==> src/design/crm_pkg.sv <==
/*
 * crm_pkg: constants for the logical-to-physical channel map of one
 * four-channel group. Assumes the host reaches the register through the
 * device's command-code register port.
 */
package crm_pkg;
	localparam int NUM_CH = 4;
	localparam int FIELD_W = 2;
	localparam int MAP_W = NUM_CH * FIELD_W;
	localparam logic [7:0] CMD_CH_MAP = 8'h26;
	localparam logic [7:0] CMD_DEV_RESET = 8'h1A;
	localparam logic [MAP_W-1:0] MAP_RESET = 8'hE4;
	// field of logical channel n (1-based) sits at bits 2n-1 .. 2n-2
	localparam int FIELD_LSB_LOG1 = 0;
	localparam int FIELD_LSB_LOG4 = 6;
endpackage : crm_pkg
==> src/design/crm_channel_remap.sv <==
/*
 * crm_channel_remap: map register of one four-channel group and the
 * routing of per-channel controls and measurements through it.
 * Assumes a command-code register port already decoded from the serial
 * bus, one strobe per byte, synchronous to CLK. RST_B is power-on reset.
 */
`timescale 1ns/1ps

module crm_channel_remap #(
	parameter int MEAS_W = 14
) (
	input wire logic CLK,
	input wire logic RST_B,
	input wire logic DEV_RESET_B,
	input wire logic REG_WR,
	input wire logic REG_RD,
	input wire logic [7:0] REG_CMD,
	input wire logic [7:0] REG_WDATA,
	output logic [7:0] REG_RDATA,
	output logic MAP_WR_DONE,
	output logic MAP_WR_REJECT,
	input wire logic [crm_pkg::NUM_CH-1:0] PHYS_CH_ON,
	input wire logic [crm_pkg::NUM_CH-1:0] LOG_EN,
	output logic [crm_pkg::NUM_CH-1:0] PHYS_EN,
	input wire logic [crm_pkg::NUM_CH*MEAS_W-1:0] PHYS_MEAS,
	output logic [crm_pkg::NUM_CH*MEAS_W-1:0] LOG_MEAS,
	output logic [crm_pkg::MAP_W-1:0] MAP_VALUE
);
	localparam int N = crm_pkg::NUM_CH;
	localparam int FW = crm_pkg::FIELD_W;

	// slice index math is int wide; keep words to a sane width
	if (MEAS_W < 1 || MEAS_W > 32) begin : g_bad_meas_w
		$error("MEAS_W out of range");
	end

	// true when two fields carry the same code
	function automatic logic has_dup(input logic [crm_pkg::MAP_W-1:0] m);
		logic d;
		d = 1'b0;
		for (int i = 0; i < N; i++) begin
			for (int j = i + 1; j < N; j++) begin
				if (m[i*FW +: FW] == m[j*FW +: FW]) begin
					d = 1'b1;
				end
			end
		end
		return d;
	endfunction : has_dup

	logic [crm_pkg::MAP_W-1:0] map_q, map_d;
	logic [7:0] rdata_q, rdata_d;
	logic done_q, done_d, rej_q, rej_d;
	logic [N-1:0] phys_en_q, phys_en_d;
	logic [N*MEAS_W-1:0] meas_q, meas_d;
	logic map_wr, wr_ok;

	assign map_wr = REG_WR && (REG_CMD == crm_pkg::CMD_CH_MAP);
	// codes are only 2 bits wide, so no field can name the other group
	assign wr_ok = map_wr && (PHYS_CH_ON == '0)
		&& !has_dup(REG_WDATA);

	always_comb begin
		map_d = map_q;
		if (wr_ok) begin
			map_d = REG_WDATA;
		end
		// neither DEV_RESET_B nor the reset command touch the map
		done_d = wr_ok;
		// a dropped write still pulses, so the host can see the refusal
		rej_d = map_wr && !wr_ok;
		// a read beside a write returns the map as it was before
		rdata_d = rdata_q;
		if (REG_RD) begin
			rdata_d = (REG_CMD == crm_pkg::CMD_CH_MAP) ? map_q : 8'h00;
		end
	end

	// routing: logical i drives physical map field i
	always_comb begin
		phys_en_d = '0;
		meas_d = '0;
		for (int i = 0; i < N; i++) begin
			if (LOG_EN[i]) begin
				phys_en_d[map_q[i*FW +: FW]] = 1'b1;
			end
			meas_d[i*MEAS_W +: MEAS_W] =
				PHYS_MEAS[map_q[i*FW +: FW]*MEAS_W +: MEAS_W];
		end
		// a device reset turns every channel off, not the map
		if (!DEV_RESET_B) begin
			phys_en_d = '0;
		end
	end

	// register group: map, read data and the write answer pulses
	always_ff @(posedge CLK) begin
		if (!RST_B) begin
			map_q <= crm_pkg::MAP_RESET;
			rdata_q <= 8'h00;
			done_q <= 1'b0;
			rej_q <= 1'b0;
		end else begin
			map_q <= map_d;
			rdata_q <= rdata_d;
			done_q <= done_d;
			rej_q <= rej_d;
		end
	end

	// routing group: enables and measurements through the current map
	always_ff @(posedge CLK) begin
		if (!RST_B) begin
			phys_en_q <= '0;
			meas_q <= '0;
		end else begin
			phys_en_q <= phys_en_d;
			meas_q <= meas_d;
		end
	end

	assign REG_RDATA = rdata_q;
	assign MAP_WR_DONE = done_q;
	assign MAP_WR_REJECT = rej_q;
	assign PHYS_EN = phys_en_q;
	assign LOG_MEAS = meas_q;
	assign MAP_VALUE = map_q;

	chk_map_por_value: assert property (@(posedge CLK)
		!RST_B |=> map_q == crm_pkg::MAP_RESET)
		else $error("map not identity after power-on");

	chk_write_while_on: assert property (@(posedge CLK)
		disable iff (!RST_B)
		map_wr && (PHYS_CH_ON != '0) |=> $stable(map_q) && MAP_WR_REJECT)
		else $error("map changed while a channel was on");

	chk_dup_write_drop: assert property (@(posedge CLK)
		disable iff (!RST_B)
		map_wr && has_dup(REG_WDATA) |=> $stable(map_q) && MAP_WR_REJECT)
		else $error("duplicate-code write altered map");

	chk_good_write_take: assert property (@(posedge CLK)
		disable iff (!RST_B)
		map_wr && (PHYS_CH_ON == '0) && !has_dup(REG_WDATA)
		|=> map_q == $past(REG_WDATA) && MAP_WR_DONE)
		else $error("valid map write not stored");

	chk_reset_pin_keep: assert property (@(posedge CLK)
		disable iff (!RST_B)
		!DEV_RESET_B && !map_wr |=> $stable(map_q) && PHYS_EN == '0)
		else $error("device reset disturbed map");

	chk_map_unique: assert property (@(posedge CLK)
		disable iff (!RST_B)
		!has_dup(map_q))
		else $error("map holds a repeated code");

	chk_enable_route: assert property (@(posedge CLK)
		disable iff (!RST_B)
		LOG_EN[0] && DEV_RESET_B
		|=> PHYS_EN[$past(map_q[crm_pkg::FIELD_LSB_LOG1 +: FW])])
		else $error("logical 1 enable not on mapped channel");

	chk_meas_route: assert property (@(posedge CLK)
		disable iff (!RST_B)
		1'b1 |=> LOG_MEAS[N*MEAS_W-1 -: MEAS_W] ==
		$past(PHYS_MEAS[map_q[crm_pkg::FIELD_LSB_LOG4 +: FW]*MEAS_W
		+: MEAS_W]))
		else $error("logical 4 measurement from wrong channel");

	chk_read_back: assert property (@(posedge CLK)
		disable iff (!RST_B)
		REG_RD && REG_CMD == crm_pkg::CMD_CH_MAP
		|=> REG_RDATA == $past(map_q))
		else $error("map read-back wrong");

	chk_read_other_zero: assert property (@(posedge CLK)
		disable iff (!RST_B)
		REG_RD && REG_CMD != crm_pkg::CMD_CH_MAP |=> REG_RDATA == 8'h00)
		else $error("unmapped read not zero");

	chk_rdata_hold: assert property (@(posedge CLK)
		disable iff (!RST_B)
		!REG_RD |=> $stable(REG_RDATA))
		else $error("read data moved without a read");

	chk_pulse_excl: assert property (@(posedge CLK)
		disable iff (!RST_B)
		!(MAP_WR_DONE && MAP_WR_REJECT))
		else $error("write both accepted and refused");

	chk_map_only_on_write: assert property (@(posedge CLK)
		disable iff (!RST_B)
		!wr_ok |=> $stable(map_q))
		else $error("map changed without an accepted write");

	chk_devcmd_keep: assert property (@(posedge CLK)
		disable iff (!RST_B)
		REG_WR && REG_CMD == crm_pkg::CMD_DEV_RESET
		|=> $stable(map_q) && !MAP_WR_DONE && !MAP_WR_REJECT)
		else $error("reset command disturbed map");

	// every logical channel, not only the two corners checked above
	for (genvar gi = 0; gi < N; gi++) begin : g_route_chk
		chk_en_route_each: assert property (@(posedge CLK)
			disable iff (!RST_B)
			LOG_EN[gi] && DEV_RESET_B
			|=> PHYS_EN[$past(map_q[gi*FW +: FW])])
			else $error("logical enable not on mapped channel");

		chk_meas_route_each: assert property (@(posedge CLK)
			disable iff (!RST_B)
			1'b1 |=> LOG_MEAS[gi*MEAS_W +: MEAS_W] ==
			$past(PHYS_MEAS[map_q[gi*FW +: FW]*MEAS_W +: MEAS_W]))
			else $error("logical measurement from wrong channel");
	end
endmodule : crm_channel_remap

==> config.mk <==
export PLATFORM = sky130hd
export DESIGN_NAME = crm_channel_remap
export DESIGN_NICKNAME = d
export VERILOG_FILES = /design/src/design/crm_pkg.sv /design/src/design/crm_channel_remap.sv
export SDC_FILE = /design/constraint.sdc
export NUM_CORES = 1
export LEC_CHECK = 0
export ABC_AREA = 1
export BUFFER_PORTS_ARGS = -buffer_cell sky130_fd_sc_hd__buf_2
export CAP_MARGIN = 20
export CORE_MARGIN = 1
export CORE_UTILIZATION = 48
export CTS_CLUSTER_SIZE = 16
export DETAILED_ROUTE_END_ITERATION = 8
export GPL_TIMING_DRIVEN = 0
export PLACE_DENSITY = 0.8
export SYNTH_ARGS = -nofsm -noshare
export SYNTH_HDL_FRONTEND = slang
export SYNTH_SLANG_ARGS = --single-unit
==> constraint.sdc <==
create_clock -name CLK -period 1.65 [get_ports CLK]
set_input_delay 0.0825 -clock CLK [delete_from_list [all_inputs] [get_ports CLK]]
set_output_delay 0.0825 -clock CLK [all_outputs]
set_load 0.02 [all_outputs]
---- After elaboration in Yosys (flattened, before gate mapping) ----
Cells that the tools add are included.
operators by class
  shift-type cells ........................ 4
  $lt $le $gt $ge ......................... 8
  mux-type cells .......................... 19
  multiply operators ...................... 4
  eq/ne operators ......................... 7
  bitwise operators ....................... 3
  reduce and logical (&&, ||, !) cells .... 12
operators with widths
  operator             count
  $shiftx 56x7->14     4
  $mul 2x3->5 const B  4
  $mux 4               4
  $eq 2x2->1           6
  $lt 2x3->1 const B   4
  $or 4x4->4           3
  $mux 1               10
  $demux 1 s2          4
  $eq 8x6->1 const B   1
  $ge 2x1->1 const B   4
  $logic_and 1x1->1    8
  $mux 8               1
  $logic_not 4->1      1
  $logic_not 1->1      2
  $reduce_and 2->1     1
word-level totals
  input bits .............................. 85
  register bits ........................... 78
  output and inout port bits .............. 78

---- Longest topological paths before layout ----
  depth after elaboration ................. 11
  depth in mapped cells ................... 10

---- Least setup slack after synthesis ----
OpenSTA, ideal clock, no wires.
  kind .................................... register -> register
  from .................................... register map_q, in the netlist MAP_VALUE[4]
  to ...................................... register meas_q[33] (netlist: LOG_MEAS[33])
  cell stages (with the launch flop) ...... 7
  arrival ................................. 1.202 ns
  slack ................................... 0.321 ns
  path buffers ............................ 1
  cell sequence ........................... dfxtp_1 inv_2 nand2_2 buf_8 o22ai_2 a221oi_1 nor2_1
between the ends
  cells in the longest elaborated chain, start to end .. 2
RTL lines
  item                    line                      text
  start, declared         crm_channel_remap.sv:51   logic [crm_pkg::MAP_W-1:0] map_q, map_d;
  start signal, assigned  crm_channel_remap.sv:99   map_q <= crm_pkg::MAP_RESET;
  start signal, assigned  crm_channel_remap.sv:104  map_q <= map_d;
  $mul 2x3->5             crm_channel_remap.sv:88   PHYS_MEAS[map_q[i*FW +: FW]*MEAS_W +: MEAS_W];
  $shiftx 56x7->14        crm_channel_remap.sv:88
  end signal, assigned    crm_channel_remap.sv:118  meas_q <= meas_d;
  end, declared           crm_channel_remap.sv:55   logic [N*MEAS_W-1:0] meas_q, meas_d;
No other way between the ends.
A chain may end at the register's enable or synchronous reset.

---- Worst setup path after layout ----
  from .................................... register map_q, in the netlist MAP_VALUE[1]
  to ...................................... register meas_q[8] (netlist: LOG_MEAS[8])
The elaborated chain is that of the path after synthesis.

==> impl_metrics.csv <==
group,metric,value,unit
grt,antenna_found_initial,0,
drt,first_iter_violations,524,
sta,finalSetupViolCount,0,
floorplanning,die_w,92.3,microns
critical_path,path_depth,4,
grt,grt_pass1_vias,4424,
grt,grt_max_degree,14,
floorplanning,row_count,32,
clocking,cts_sinks,78,
drt,ant_nets,0,
placed_design,port_buffers,162,
cells_and_area,num_antenna_cells,0,
cells_and_area,design_area,0.00510,sq mm
worst_hold_path,worstHoldPathType,"in -> reg",
critical_path,startpoint,"MAP_VALUE[1]",
critical_path,arrival,1.74,ns
critical_path,critical_path_class,"reg -> reg",
critical_path,crit_chain,"nor2_1 > buf_2 > a221oi_1 > nor2_1",
sta,hold_violations,0,
critical_path,r2r_setup_slack,0.12,ns
sta,slew_viol_final,0,
yosys,ys_ff_latch,78,
sta,min_period,1.53,ns
cells_and_area,area_delta_synth_final,30.4,%
floorplanning,die_h,92.3,microns
power,power_leakage,2.55,nW
clocking,cts_max_level,3,
yosys,avgSynthCellArea,7.83,sq um
critical_path,r2r_start,"MAP_VALUE[1]",
critical_path,cp.required,1.86,ns
power,vdd_drop_max,0.522,mV
clocking,cts_setup_buffers,0,
yosys,yosysWarnings,0,
yosys,synth-edff-count,0,
power,switching_power,0.00113,W
drt,drc,0,
sta,worstMarginPinSlew,0.704,ns
floorplanning,io-pin-count,163,
power,pwr-share-clk,39.3,%
drt,wl_per_cell,16.6,microns
power,p_comb_share,15.4,%
cells_and_area,fillers,704,
grt,grtUsageTotal,30.8,%
yosys,netlist_area,0.00392,sq mm
clocking,clk_path_buf_depth,2,
yosys,synth_seq_area_share,39.9,%
cells_and_area,finalNonFillerCells,780,
sta,max-slew-margin-rel,53.1,%
placed_design,gp_congestion,0.939,
sta,fmax,652,MHz
power,internal_power,0.00327,W
critical_path,timing.rr.end,"LOG_MEAS[8]",
cells_and_area,final_nets,758,
floorplanning,coreArea,0.00781,sq mm
critical_path,cp_max_fo,10,
clocking,cts_buffers,9,
yosys,yosysUniqueCellTypes,35,
critical_path,ff2ff_path_depth,4,
critical_path,max_stage_delay,0.50,ns
critical_path,crit_end,"LOG_MEAS[8]",
drt,firstDrtPassIters,6,
yosys,synth.area.top_cells,"dfxtp_1 (40%), a221oi_1 (8.7%), nor2_1 (7.5%)",
sta,rsz0062_at_grt,"no",
yosys,syn_inst,500,
sta,timing.setup.tns,0,ns
yosys,synth.net_count,585,
cells_and_area,drive_gt1_share,36.4,%
drt,via_count,4579,
clocking,hold_buffers,0,
clocking,path_clk_slew,0.08,ns
critical_path,cp_slowest_cell,"dfxtp_1",
placed_design,place_hpwl,9.50,mm
yosys,synth_async_sr_flop_share,0,%
cells_and_area,final_cell_mix,"buf_2 (172), dfxtp_1 (78), nor2_1 (78)",
yosys,ys_dominant_reg_cell,"dfxtp_1",
sta,clock_skew,0.0141,ns
run,drv_cap,0,
power,p_per_area,862,mW/mm^2
critical_path,cp-end-kind,"flop",
grt,grt_overflow,0,
placed_design,placedCellCount,764,
critical_path,cpLargestDelayFamily,"flip-flops",
placed_design,dpl-instance-area,0.00485,sq mm
sta,setup_ws,0.116,ns
drt,viasPerCell,5.87,
power,seq_power_share,45.3,%
sta,min_period_over_period,93.0,%
power,swShare,25.7,%
grt,grt_pass1_wl,20.7,mm
critical_path,cp_common_cell,"nor2_1",
floorplanning,die_area,0.00852,sq mm
drt,finalWirelength,12.9,mm
critical_path,cp-start-kind,"flop",
clocking,tritoncts,"done",
run_status,status,"finished clean",
placed_design,place_ws,0.188,ns
critical_path,critPathBufInv,1,
clocking,clock_latency,0.35,ns
yosys,yosys.area.top_type,"dfxtp_1",
cells_and_area,final_common_cell,"buf_2",
yosys,synth.top_cell.area_share,39.9,%
clocking,cts-root-buf,"clkbuf_8",
floorplanning,initial_core_util,50.1,%
## worst reg2reg max path: stages (launching register included)
cell and delay [ns]:
dfxtp_1 0.50, nor2_1 0.20, buf_2 0.25, a221oi_1 0.36, nor2_1 0.07
## synthesized netlist by cell type, types with 7 or more instances
library cell and n:
nand3_1 14, buf_2 11, nor2_1 78, inv_2 7, nand2_2 14, dfxtp_1 78
inv_1 45, a221oi_1 39, a21oi_1 19, o22ai_2 9, a22oi_1 11, o22ai_1 35
o21ai_0 22, nand2_1 67
## how the worst min path moves through the flow
stage                  startpoint           end  cells past startpoint
finish              PHYS_MEAS[32]  LOG_MEAS[46]                      3
global route        PHYS_MEAS[32]  LOG_MEAS[46]                      3
CTS                 PHYS_MEAS[32]  LOG_MEAS[46]                      3
detailed placement   REG_WDATA[0]  MAP_VALUE[0]                      3
global placement     REG_WDATA[0]  MAP_VALUE[0]                      3
floorplan            REG_WDATA[0]  MAP_VALUE[0]                      2
## layout make-up
cell class	instances	area, sq um	share of cell area (%)
Clock buffer	11	141	2.77
Sequential cell	78	1560	30.6
Clock inverter	5	106	2.08
Timing Repair Buffer	162	811	15.9
Inverter	52	195	3.82
Multi-Input combinational cell	342	1990	39.0
Buffer	28	170	3.33
Tap cell	102	128	2.50
## cells by family (layout without fill, tap and decap cells)
family / count (synthesis) / after routing / synth area share, %
simple gates: 195 / 195 / 23.2
flops: 78 / 78 / 39.9
buf+inv: 80 / 258 / 9.27
xor+xnor: 2 / 2 / 0.448
compound gates: 145 / 145 / 27.2
## timing repair
| action | 4_1_cts | 5_1_grt |
|---|---|---|
| resized for setup | 0 | 1 |
| endpoints found under the setup margin | 0 | 2 |
| endpoints found under the hold margin | 0 | 0 |
## through the flow
step	hold slack, ns	power [W]	util (%)
final	0.0153	0.00440	65.4
after global routing	0.0265	0.00457	65.4
after CTS	0.00802	0.00440	65.3
after detailed placement	0.374	0.00270	62.2
after global placement	0.372	0.00269	62.2
after floorplan	0.214	0.00240	-
## metal layers
layer / vias up / track usage, % / wire length [microns]
met1: 2026 / 37.7 / 4880
met3: 78 / 8.78 / 1740
met2: 378 / 49.2 / 5740
met5: - / 0 / 0
li1: 2097 / - / -
met4: 0 / 15.8 / 577
## state kept, by name (all words and copies together) (netlist names)
name           count
LOG_MEAS          56
MAP_WR_DONE        1
REG_RDATA          8
PHYS_EN            4
MAP_VALUE          8
MAP_WR_REJECT      1
## power groups by stage
stage	combinational, W	sequential, W	clock [W]
after floorplan	0.000256	0.00215	0
after global placement	0.000653	0.00203	0
after detailed placement	0.000668	0.00203	0
after CTS	0.000670	0.00199	0.00174
after global routing	0.000732	0.00200	0.00184
final	0.000677	0.00199	0.00173
Power figures use the tool's default switching activity.
